`src/supply_mon_pkg.sv`:
```
package supply_mon_pkg;

  localparam int unsigned ADDR_W = 8;
  localparam int unsigned DATA_W = 8;
  localparam int unsigned MEAS_W = 10;

  localparam logic [7:0] MEAS_LOW_OFS     = 8'h70;
  localparam logic [7:0] MEAS_HIGH_OFS    = 8'h71;
  localparam logic [7:0] SNK_DISC_LOW_OFS = 8'h72;
  localparam logic [7:0] SNK_DISC_HIGH_OFS = 8'h73;
  localparam logic [7:0] STOP_DIS_LOW_OFS = 8'h74;
  localparam logic [7:0] STOP_DIS_HIGH_OFS = 8'h75;
  localparam logic [7:0] ALM_HI_LOW_OFS   = 8'h76;
  localparam logic [7:0] ALM_HI_HIGH_OFS  = 8'h77;
  localparam logic [7:0] ALM_LO_LOW_OFS   = 8'h78;
  localparam logic [7:0] ALM_LO_HIGH_OFS  = 8'h79;

  localparam logic [9:0] SNK_DISC_RST = 10'h0A0;
  localparam logic [9:0] STOP_DIS_RST = 10'h01C;
  localparam logic [9:0] ALM_HI_RST   = 10'h000;
  localparam logic [9:0] ALM_LO_RST   = 10'h000;

  localparam int unsigned SAMPLE_HI_LSB  = 0;
  localparam int unsigned DIVISOR_LSB    = 2;
  localparam int unsigned THRESH_HI_BITS = 2;
  localparam int unsigned MEAS_HI_BITS   = 2;

  localparam logic [1:0] DIV_ONE      = 2'h0;
  localparam logic [1:0] DIV_TWO      = 2'h1;
  localparam logic [1:0] DIV_FOUR     = 2'h2;
  localparam logic [1:0] DIV_RESERVED = 2'h3;

  localparam int unsigned STEP_MV = 50;

  typedef struct packed {
    logic       valid;
    logic [1:0] divisor;
    logic [9:0] value;
  } sample_t;

  typedef struct packed {
    logic       rd;
    logic       wr;
    logic [7:0] addr;
    logic [7:0] wdata;
  } reg_req_t;

endpackage

```
`src/supply_voltage_monitor_regs.sv`:
```
`timescale 1ns/1ns
// What this block does
// Host reads the measurement low byte before the high byte.
// Low-byte read snapshots the matching high byte for the next read.
// Measurement is ten bits: low register 7:0, high register bits 1:0.
// High register bits 3:2 give divisor: 00 one, 01 two, 10 four.
// Measurement field holds supply voltage divided by the reported divisor.
// Both measurement registers are read-only and reset to zero.
// Sink-disconnect threshold is writable, ten bits, low byte resets A0.
// Stop-discharge threshold is writable, ten bits, low byte resets 1C.
// High-alarm trip point is writable, ten bits, resets to zero.
// Low-alarm trip point is writable, ten bits, resets to zero.
// Thresholds have 50 mV steps; bit 0 ignored in comparisons.
// Each new sample is compared with both alarm trip points.
module supply_voltage_monitor_regs (
  input  wire logic                     ref_clk_i,
  input  wire logic                     reset_n_i,
  input  wire logic                     soft_reset_i,
  input  wire supply_mon_pkg::reg_req_t req_i,
  input  wire supply_mon_pkg::sample_t  sample_i,
  output logic [7:0]                    rdata_o,
  output logic                          rvalid_o,
  output logic [9:0]                    sink_disconnect_threshold_o,
  output logic [9:0]                    stop_discharge_threshold_o,
  output logic                          alarm_high_o,
  output logic                          alarm_low_o
);

  logic [9:0] meas_r;
  logic [1:0] divisor_r;
  logic [7:0] high_snap_r;
  logic [9:0] snk_val;
  logic [9:0] stop_val;
  logic [9:0] alm_hi_val;
  logic [9:0] alm_lo_val;
  logic [7:0] high_live;
  logic [7:0] rdata_nxt;
  logic       rd_low;

  // The sample is produced on this clock, so it needs no synchroniser.
  always_ff @(posedge ref_clk_i or negedge reset_n_i) begin
    if (!reset_n_i) begin
      meas_r    <= 10'h000;
      divisor_r <= 2'h0;
    end else if (soft_reset_i) begin
      meas_r    <= 10'h000;
      divisor_r <= 2'h0;
    end else if (sample_i.valid) begin
      meas_r    <= sample_i.value;
      divisor_r <= sample_i.divisor;
    end
  end

  always_comb begin
    high_live = 8'h00;
    high_live[supply_mon_pkg::SAMPLE_HI_LSB +: 2] = meas_r[9:8];
    high_live[supply_mon_pkg::DIVISOR_LSB +: 2]   = divisor_r;
  end

  assign rd_low = req_i.rd && req_i.addr == supply_mon_pkg::MEAS_LOW_OFS;

  // A low-byte read freezes the upper bits so the pair stays coherent.
  always_ff @(posedge ref_clk_i or negedge reset_n_i) begin
    if (!reset_n_i) begin
      high_snap_r <= 8'h00;
    end else if (soft_reset_i) begin
      high_snap_r <= 8'h00;
    end else if (rd_low) begin
      high_snap_r <= high_live;
    end
  end

  thresh_reg #(
    .LOW_OFS   (supply_mon_pkg::SNK_DISC_LOW_OFS),
    .HIGH_OFS  (supply_mon_pkg::SNK_DISC_HIGH_OFS),
    .RESET_VAL (supply_mon_pkg::SNK_DISC_RST)
  ) u_snk (
    .ref_clk_i (ref_clk_i),
    .reset_n_i (reset_n_i),
    .clear_i   (soft_reset_i),
    .req_i     (req_i),
    .value_o   (snk_val)
  );

  thresh_reg #(
    .LOW_OFS   (supply_mon_pkg::STOP_DIS_LOW_OFS),
    .HIGH_OFS  (supply_mon_pkg::STOP_DIS_HIGH_OFS),
    .RESET_VAL (supply_mon_pkg::STOP_DIS_RST)
  ) u_stop (
    .ref_clk_i (ref_clk_i),
    .reset_n_i (reset_n_i),
    .clear_i   (soft_reset_i),
    .req_i     (req_i),
    .value_o   (stop_val)
  );

  thresh_reg #(
    .LOW_OFS   (supply_mon_pkg::ALM_HI_LOW_OFS),
    .HIGH_OFS  (supply_mon_pkg::ALM_HI_HIGH_OFS),
    .RESET_VAL (supply_mon_pkg::ALM_HI_RST)
  ) u_alm_hi (
    .ref_clk_i (ref_clk_i),
    .reset_n_i (reset_n_i),
    .clear_i   (soft_reset_i),
    .req_i     (req_i),
    .value_o   (alm_hi_val)
  );

  thresh_reg #(
    .LOW_OFS   (supply_mon_pkg::ALM_LO_LOW_OFS),
    .HIGH_OFS  (supply_mon_pkg::ALM_LO_HIGH_OFS),
    .RESET_VAL (supply_mon_pkg::ALM_LO_RST)
  ) u_alm_lo (
    .ref_clk_i (ref_clk_i),
    .reset_n_i (reset_n_i),
    .clear_i   (soft_reset_i),
    .req_i     (req_i),
    .value_o   (alm_lo_val)
  );

  always_comb begin
    case (req_i.addr)
      supply_mon_pkg::MEAS_LOW_OFS:      rdata_nxt = meas_r[7:0];
      supply_mon_pkg::MEAS_HIGH_OFS:     rdata_nxt = high_snap_r;
      supply_mon_pkg::SNK_DISC_LOW_OFS:  rdata_nxt = snk_val[7:0];
      supply_mon_pkg::SNK_DISC_HIGH_OFS: rdata_nxt = {6'h00, snk_val[9:8]};
      supply_mon_pkg::STOP_DIS_LOW_OFS:  rdata_nxt = stop_val[7:0];
      supply_mon_pkg::STOP_DIS_HIGH_OFS: rdata_nxt = {6'h00, stop_val[9:8]};
      supply_mon_pkg::ALM_HI_LOW_OFS:    rdata_nxt = alm_hi_val[7:0];
      supply_mon_pkg::ALM_HI_HIGH_OFS:   rdata_nxt = {6'h00, alm_hi_val[9:8]};
      supply_mon_pkg::ALM_LO_LOW_OFS:    rdata_nxt = alm_lo_val[7:0];
      supply_mon_pkg::ALM_LO_HIGH_OFS:   rdata_nxt = {6'h00, alm_lo_val[9:8]};
      default:                           rdata_nxt = 8'h00;
    endcase
  end

  // Writes to the measurement offsets decode to nothing and are dropped.
  always_ff @(posedge ref_clk_i or negedge reset_n_i) begin
    if (!reset_n_i) begin
      rdata_o  <= 8'h00;
      rvalid_o <= 1'b0;
    end else begin
      rvalid_o <= req_i.rd;
      if (req_i.rd) begin
        rdata_o <= rdata_nxt;
      end
    end
  end

  always_ff @(posedge ref_clk_i or negedge reset_n_i) begin
    if (!reset_n_i) begin
      sink_disconnect_threshold_o <= supply_mon_pkg::SNK_DISC_RST;
      stop_discharge_threshold_o  <= supply_mon_pkg::STOP_DIS_RST;
    end else begin
      sink_disconnect_threshold_o <= snk_val;
      stop_discharge_threshold_o  <= stop_val;
    end
  end

  // Compare with bit 0 masked off; flags refresh on a new sample and clear on soft reset.
  always_ff @(posedge ref_clk_i or negedge reset_n_i) begin
    if (!reset_n_i) begin
      alarm_high_o <= 1'b0;
      alarm_low_o  <= 1'b0;
    end else if (soft_reset_i) begin
      alarm_high_o <= 1'b0;
      alarm_low_o  <= 1'b0;
    end else if (sample_i.valid) begin
      alarm_high_o <= sample_i.value[9:1] > alm_hi_val[9:1];
      alarm_low_o  <= sample_i.value[9:1] < alm_lo_val[9:1];
    end
  end
endmodule

```
`src/thresh_reg.sv`:
```
`timescale 1ns/1ns
// One 10-bit threshold split over a low byte and a two-bit high register.
module thresh_reg #(
  parameter logic [7:0] LOW_OFS   = 8'h00,
  parameter logic [7:0] HIGH_OFS  = 8'h01,
  parameter logic [9:0] RESET_VAL = 10'h000
) (
  input  wire logic                       ref_clk_i,
  input  wire logic                       reset_n_i,
  input  wire logic                       clear_i,
  input  wire supply_mon_pkg::reg_req_t   req_i,
  output logic [9:0]                      value_o
);

  always_ff @(posedge ref_clk_i or negedge reset_n_i) begin
    if (!reset_n_i) begin
      value_o <= RESET_VAL;
    end else if (clear_i) begin
      value_o <= RESET_VAL;
    end else if (req_i.wr && req_i.addr == LOW_OFS) begin
      value_o[7:0] <= req_i.wdata;
    end else if (req_i.wr && req_i.addr == HIGH_OFS) begin
      value_o[9:8] <= req_i.wdata[1:0];
    end
  end

endmodule
```
`config.mk`:
```
export PLATFORM = sky130hd
export DESIGN_NAME = supply_voltage_monitor_regs
export DESIGN_NICKNAME = d
export VERILOG_FILES = /design/src/supply_mon_pkg.sv /design/src/supply_voltage_monitor_regs.sv /design/src/thresh_reg.sv
export SDC_FILE = /design/constraint.sdc
export NUM_CORES = 1
export LEC_CHECK = 0
export BUFFER_PORTS_ARGS = -buffer_cell sky130_fd_sc_hd__buf_2
export CAP_MARGIN = 15
export CORE_ASPECT_RATIO = 2
export CORE_MARGIN = 3
export CORE_UTILIZATION = 42
export CTS_BUF_LIST = sky130_fd_sc_hd__clkbuf_4 sky130_fd_sc_hd__clkbuf_8
export DETAILED_ROUTE_END_ITERATION = 10
export GPL_TIMING_DRIVEN = 1
export PLACE_DENSITY = 0.71
export RECOVER_POWER = 50
export SLEW_MARGIN = 10
export SYNTH_ARGS = -nofsm -noshare
export SYNTH_HDL_FRONTEND = slang
export SYNTH_SLANG_ARGS = --single-unit
export TNS_END_PERCENT = 5
```
`constraint.sdc`:
```
create_clock -name ref_clk_i -period 1.39 [get_ports ref_clk_i]
set_input_delay 0.139 -clock ref_clk_i [delete_from_list [all_inputs] [get_ports ref_clk_i]]
set_output_delay 0.139 -clock ref_clk_i [all_outputs]
set_load 0.03 [all_outputs]
```
=== After elaboration in Yosys (flattened, before gate mapping) ===
Cells that the tools add are included.

* Bits of input ports: 34
* Logic and storage cells: 83
* Flip-flop bits (word level): 91

* Equality and inequality tests: 14
* Reductions and logical operators: 23
* Multiplexer cells: 27
* $lt $le $gt $ge: 2

{| class="wikitable"
|+ Operators by type and width
! cell !! count
|-
| 8-bit by 7-bit equality test with 1-bit output, second input constant || 10
|-
| 8-bit case mux with 10 select lines || 1
|-
| 10-bit two-way mux || 6
|-
| 8-bit two-way mux || 6
|-
| 2-bit two-way mux || 10
|-
| 2-bit nonzero test || 10
|-
| 9-bit > comparator || 1
|-
| 1-bit logical AND || 9
|-
| 9-bit < comparator || 1
|-
| 2-bit != test, second input constant || 4
|-
| 2-bit AND reduction || 4
|-
| 1-bit two-way mux || 4
|}

=== Logic depth before layout (Yosys ltp) ===
* Depth in word-level cells: 5
* Mapped depth: 7

=== By module ===
Synthesis repeated with hierarchy kept, for this count alone.

* Cells, all modules: 425
* Area, all modules: 4,723.3 sq um

{| class="wikitable"
|+ Modules (own cells, without submodules)
! module !! cells an instance !! times used !! area an instance (sq um)
|-
| supply_voltage_monitor_regs || 238 || 1 || 2,501.1
|-
| thresh_reg (u_snk) || 46 || 1 || 564.3
|-
| thresh_reg (u_alm_hi) || 48 || 1 || 559.3
|-
| thresh_reg (u_alm_lo) || 48 || 1 || 549.3
|-
| thresh_reg (u_stop) || 45 || 1 || 549.3
|}

=== Worst setup path after synthesis ===
OpenSTA, ideal clock, no wires.

* Path kind: flip-flop to flip-flop
* Start point: register u_alm_hi.value_o[3]
* End point: register alarm_high_o
* Path slack: 0.082 ns
* Cell stages (with the launch flop): 8
* Arrival: 1.189 ns
* Path through: dfrtp_1 inv_1 ha_1 a21oi_1 nor2b_1 o21ai_0 a21oi_1 o21a_1

* Word-level cells in the longest chain between the ends: 3

{| class="wikitable"
|+ RTL lines
! element !! line !! source
|-
| start: declaration || thresh_reg.sv:12 || <nowiki>output logic [9:0] value_o</nowiki>
|-
| start signal: assignment || thresh_reg.sv:21 || <nowiki>value_o[7:0] <= req_i.wdata;</nowiki>
|-
| 9-bit > comparator || supply_voltage_monitor_regs.sv:169 || <nowiki>alarm_high_o <= sample_i.value[9:1] > alm_hi_val[9:1];</nowiki>
|-
| 1-bit two-way mux || supply_voltage_monitor_regs.sv:168 || <nowiki>end else if (sample_i.valid) begin</nowiki>
|-
| 1-bit two-way mux || supply_voltage_monitor_regs.sv:165 || <nowiki>end else if (soft_reset_i) begin</nowiki>
|-
| end signal: assignment || supply_voltage_monitor_regs.sv:169 ||
|-
| end: declaration || supply_voltage_monitor_regs.sv:25 || <nowiki>output logic alarm_high_o,</nowiki>
|}

Every way passes these cells. The select of a mux whose other input is x is not followed.
A chain may end at the register's enable or synchronous reset.

=== Final worst setup path ===
Same ends and word-level chain as after synthesis.

==> results.toml <==
[floorplan]
design.die.area_um2 = 11200
core_area_um2 = 9510
start_util_pct = 43.9
chipHeight_um = 147
fp-row-count = 50
boundaryPins = 65
die_x_um = 76.5

[sta]
fin_ws_ps = -37.5
fin_skew_ps = 9.23
drv_slew = 0
setup_viol = 2
post-route-min-period_ps = 1430
maxSlewHeadroom_pct = 50.4
hold_slack_ps = 20.5
max_freq_ghz = 0.701
fin_tns_setup_ps = -42.0
hold_viol = 0
finalCritPeriodShare_pct = 103
rsz0062_at_grt = "yes"
worst_pin_slew_ps = 744

[cts]
clk_pin_slew_worst_paths_ps = 90
cts_buffers = 9
root_buffer = "clkbuf_8"
htree_levels = 3
cts_tree = "built"
cts.sinks = 87
clockBufferDepth = 2
worstSkewPairLatency_ps = 360

[power_and_ir_drop]
p_sw_uw = 1260
vdd_drop_max_v = 0.000398
power_leakage_uw = 0.00271
clockPowerShare_pct = 37.0
finalPower_uw = 4860
pwr-share-seq_pct = 53.0
power.share.switching_pct = 25.9
internal-power_uw = 3600
pwr-share-comb_pct = 10.0
cellPowerDensity_nw_per_um2 = 935

[layout]
layout_commonest_cell = "dfrtp_1"
post-route-cell-area_um2 = 5200
area_growth_syn_to_layout_pct = 24.5
final_cell_mix = "77 x dfrtp_1, 63 x mux2i_1, 63 x buf_2"
fin_nets = 539
drive_above_1_share_pct = 29.6
nFillCells = 877
final_cells = 623
antenna_cells = 0

[setup_path]
required_ps = 1650
cp-start-kind = "flop"
cp-end-kind = "flop"
path_class = "reg2reg"
r2r-start = "u_alm_hi.value_o[3]$_DFFE_PN0P_"
critical_path.cell_chain = "inv_1 -> ha_4 -> a21oi_2 -> nor2b_1 -> o21ai_1 -> a21oi_1 -> o21a_1"
arrival_ps = 1680
slowest_stage = "dfrtp_1"
critical_path.max_fanout = 2
rr_endpoint = "alarm_high_o$_DFFE_PN0P_"
critPathMaxStageDelay_ps = 390
r2r_slack_ps = -40
ff2ff_path_depth = 7

[grt]
grt_pass1_wl_um = 17000
antenna_found_initial = 0
track_usage_pct = 19.5
grt_pass1_vias = 3364
overflow = 0
grt_max_degree = 34

[synthesis]
synth_seq_area_share_pct = 52.4
syn_nets = 445
synth_seq_cells = 87
syn_area_um2 = 4180
synth_area_leaders = "dfrtp_1 46%, mux2i_1 15%, dfstp_2 6.3%"
synth_cells = 394
synth_flop_cell = "dfrtp_1"
avgSynthCellArea_um2 = 10.6
synth_top_area_cell = "dfrtp_1"
synth.distinct_cells = 43
synth-edff-count = 0
synth_warnings = 0
postSynth.asyncResetShare_pct = 100
synth_top_cell_area_share_pct = 46.1

[drt]
drc = 0
drt-initial-drc-count = 155
drtPass1Iterations = 4
wire_per_inst_um = 16.8
vias = 3259
detail-route-antenna-nets = 0
routed_wl_um = 10500
viasPerCell = 5.23

[min_path]
hold_depth = 3
hold_class = "in2reg"
hold_path_startpoint = "sample_i[0]"
holdPathEnd = "meas_r[0]$_DFFE_PN0P_"

[placement]
dpl.hpwl_um = 7950
dp.cells = 601
place_congestion = 0.894
io_buffers = 64
placed_area_um2 = 4880

[status]
status = "complete, but fails checks"
violations = "negative setup slack"

[flow_run]
cap_violations = 0
==> through the flow <==
step	util (%)	setup WS, ps
after CTS	54.2	-4.08
final	54.7	-37.5
after global placement	51.4	-51.5
after global routing	54.7	-121
after floorplan	-	82.1
after detailed placement	51.4	-85.3
==> power by group through the flow <==
stage / registers [µW] / logic [µW] / clock network, µW
detailed placement: 2630 / 465 / 0
global route: 2580 / 539 / 1920
global placement: 2630 / 456 / 0
finish: 2580 / 488 / 1800
floorplan: 2630 / 218 / 0
CTS: 2580 / 480 / 1850
==> what timing repair did <==
action / in CTS / in global routing
pin swaps: 2 / 3
resized for setup: 12 / 6
hold buffers: 1 / 0
gates cloned: 0 / 0
hold endpoints to repair: 27 / 0
buffers inserted: 2 / 3
setup endpoints to repair: 3 / 4
==> how the worst max path moves through the flow <==
stage                                               start                         endpoint  slack [ps]
final                     u_alm_hi.value_o[3]$_DFFE_PN0P_         alarm_high_o$_DFFE_PN0P_         -40
after global routing      u_alm_hi.value_o[2]$_DFFE_PN0P_         alarm_high_o$_DFFE_PN0P_        -120
after CTS                 u_alm_lo.value_o[3]$_DFFE_PN0P_          alarm_low_o$_DFFE_PN0P_          -4
after detailed placement  u_alm_lo.value_o[3]$_DFFE_PN0P_          alarm_low_o$_DFFE_PN0P_         -90
after global placement                          req_i[15]  u_alm_hi.value_o[4]$_DFFE_PN0P_         -50
after floorplan           u_alm_hi.value_o[3]$_DFFE_PN0P_         alarm_high_o$_DFFE_PN0P_          80
==> kinds of logic after synthesis <==
group                      share of synthesized area [%]
AOI/OAI and AO/OA                                   7.73
buffers and inverters                               5.54
muxes                                               15.3
adders and majority gates                           5.09
DFF                                                 52.4
and+or+nand+nor                                     13.9
==> cell type report <==
| class | instances | area [µm²] | area share (%) |
|---|---|---|---|
| clock inverter | 7 | 78.8 | 1.52 |
| sequential | 87 | 2190 | 42.1 |
| inverter | 29 | 109 | 2.09 |
| multi-input combinational | 255 | 1840 | 35.3 |
| timing repair buffer | 106 | 701 | 13.5 |
| clock buffer | 9 | 124 | 2.38 |
| tap | 130 | 163 | 3.13 |
==> flip-flops by register name, indices dropped and copies added (netlist names) <==
signal	cells
high_snap_r	4
divisor_r	2
meas_r	10
u_snk.value_o	10
u_alm_hi.value_o	10
stop_discharge_threshold_o	10
rvalid_o	1
rdata_o	8
u_stop.value_o	10
u_alm_lo.value_o	10
sink_disconnect_threshold_o	10
alarm_low_o	1
alarm_high_o	1
==> routing by layer <==
layer,vias to the layer above,wire length [µm],track usage (%),share of wire [%]
met5,-,0,0,0
met4,0,280,8.80,2.7
met3,24,317,3.13,3.0
met2,85,5800,35.8,55
met1,1607,4100,21.7,39
li1,1543,-,-,-
==> cell usage after synthesis (all sizes together) (2+ instances only) <==
library cell,count
a211o,2
a21oi,18
a221oi,2
and2,2
buf,13
clkbuf,10
dfrtp,77
dfstp,10
ha,17
inv,29
mux2i,64
nand2,18
nand2b,2
nand3,16
nand3b,5
nand4,4
nor2,59
nor2b,5
nor3,4
nor3b,2
o21ai,8
o22ai,12
or3,2
==> critical path: cells and delay by family, from the launching register on <==
| kind | cells | cell delay [ps] |
|---|---|---|
| buffers and inverters | 1 | 110 |
| adder cells (fa/ha/maj) | 1 | 220 |
| AND/OR/NAND/NOR | 1 | 60 |
| flip-flops | 1 | 390 |
| AO/OA/AOI/OAI | 4 | 540 |
Power figures use the tool's default switching activity.
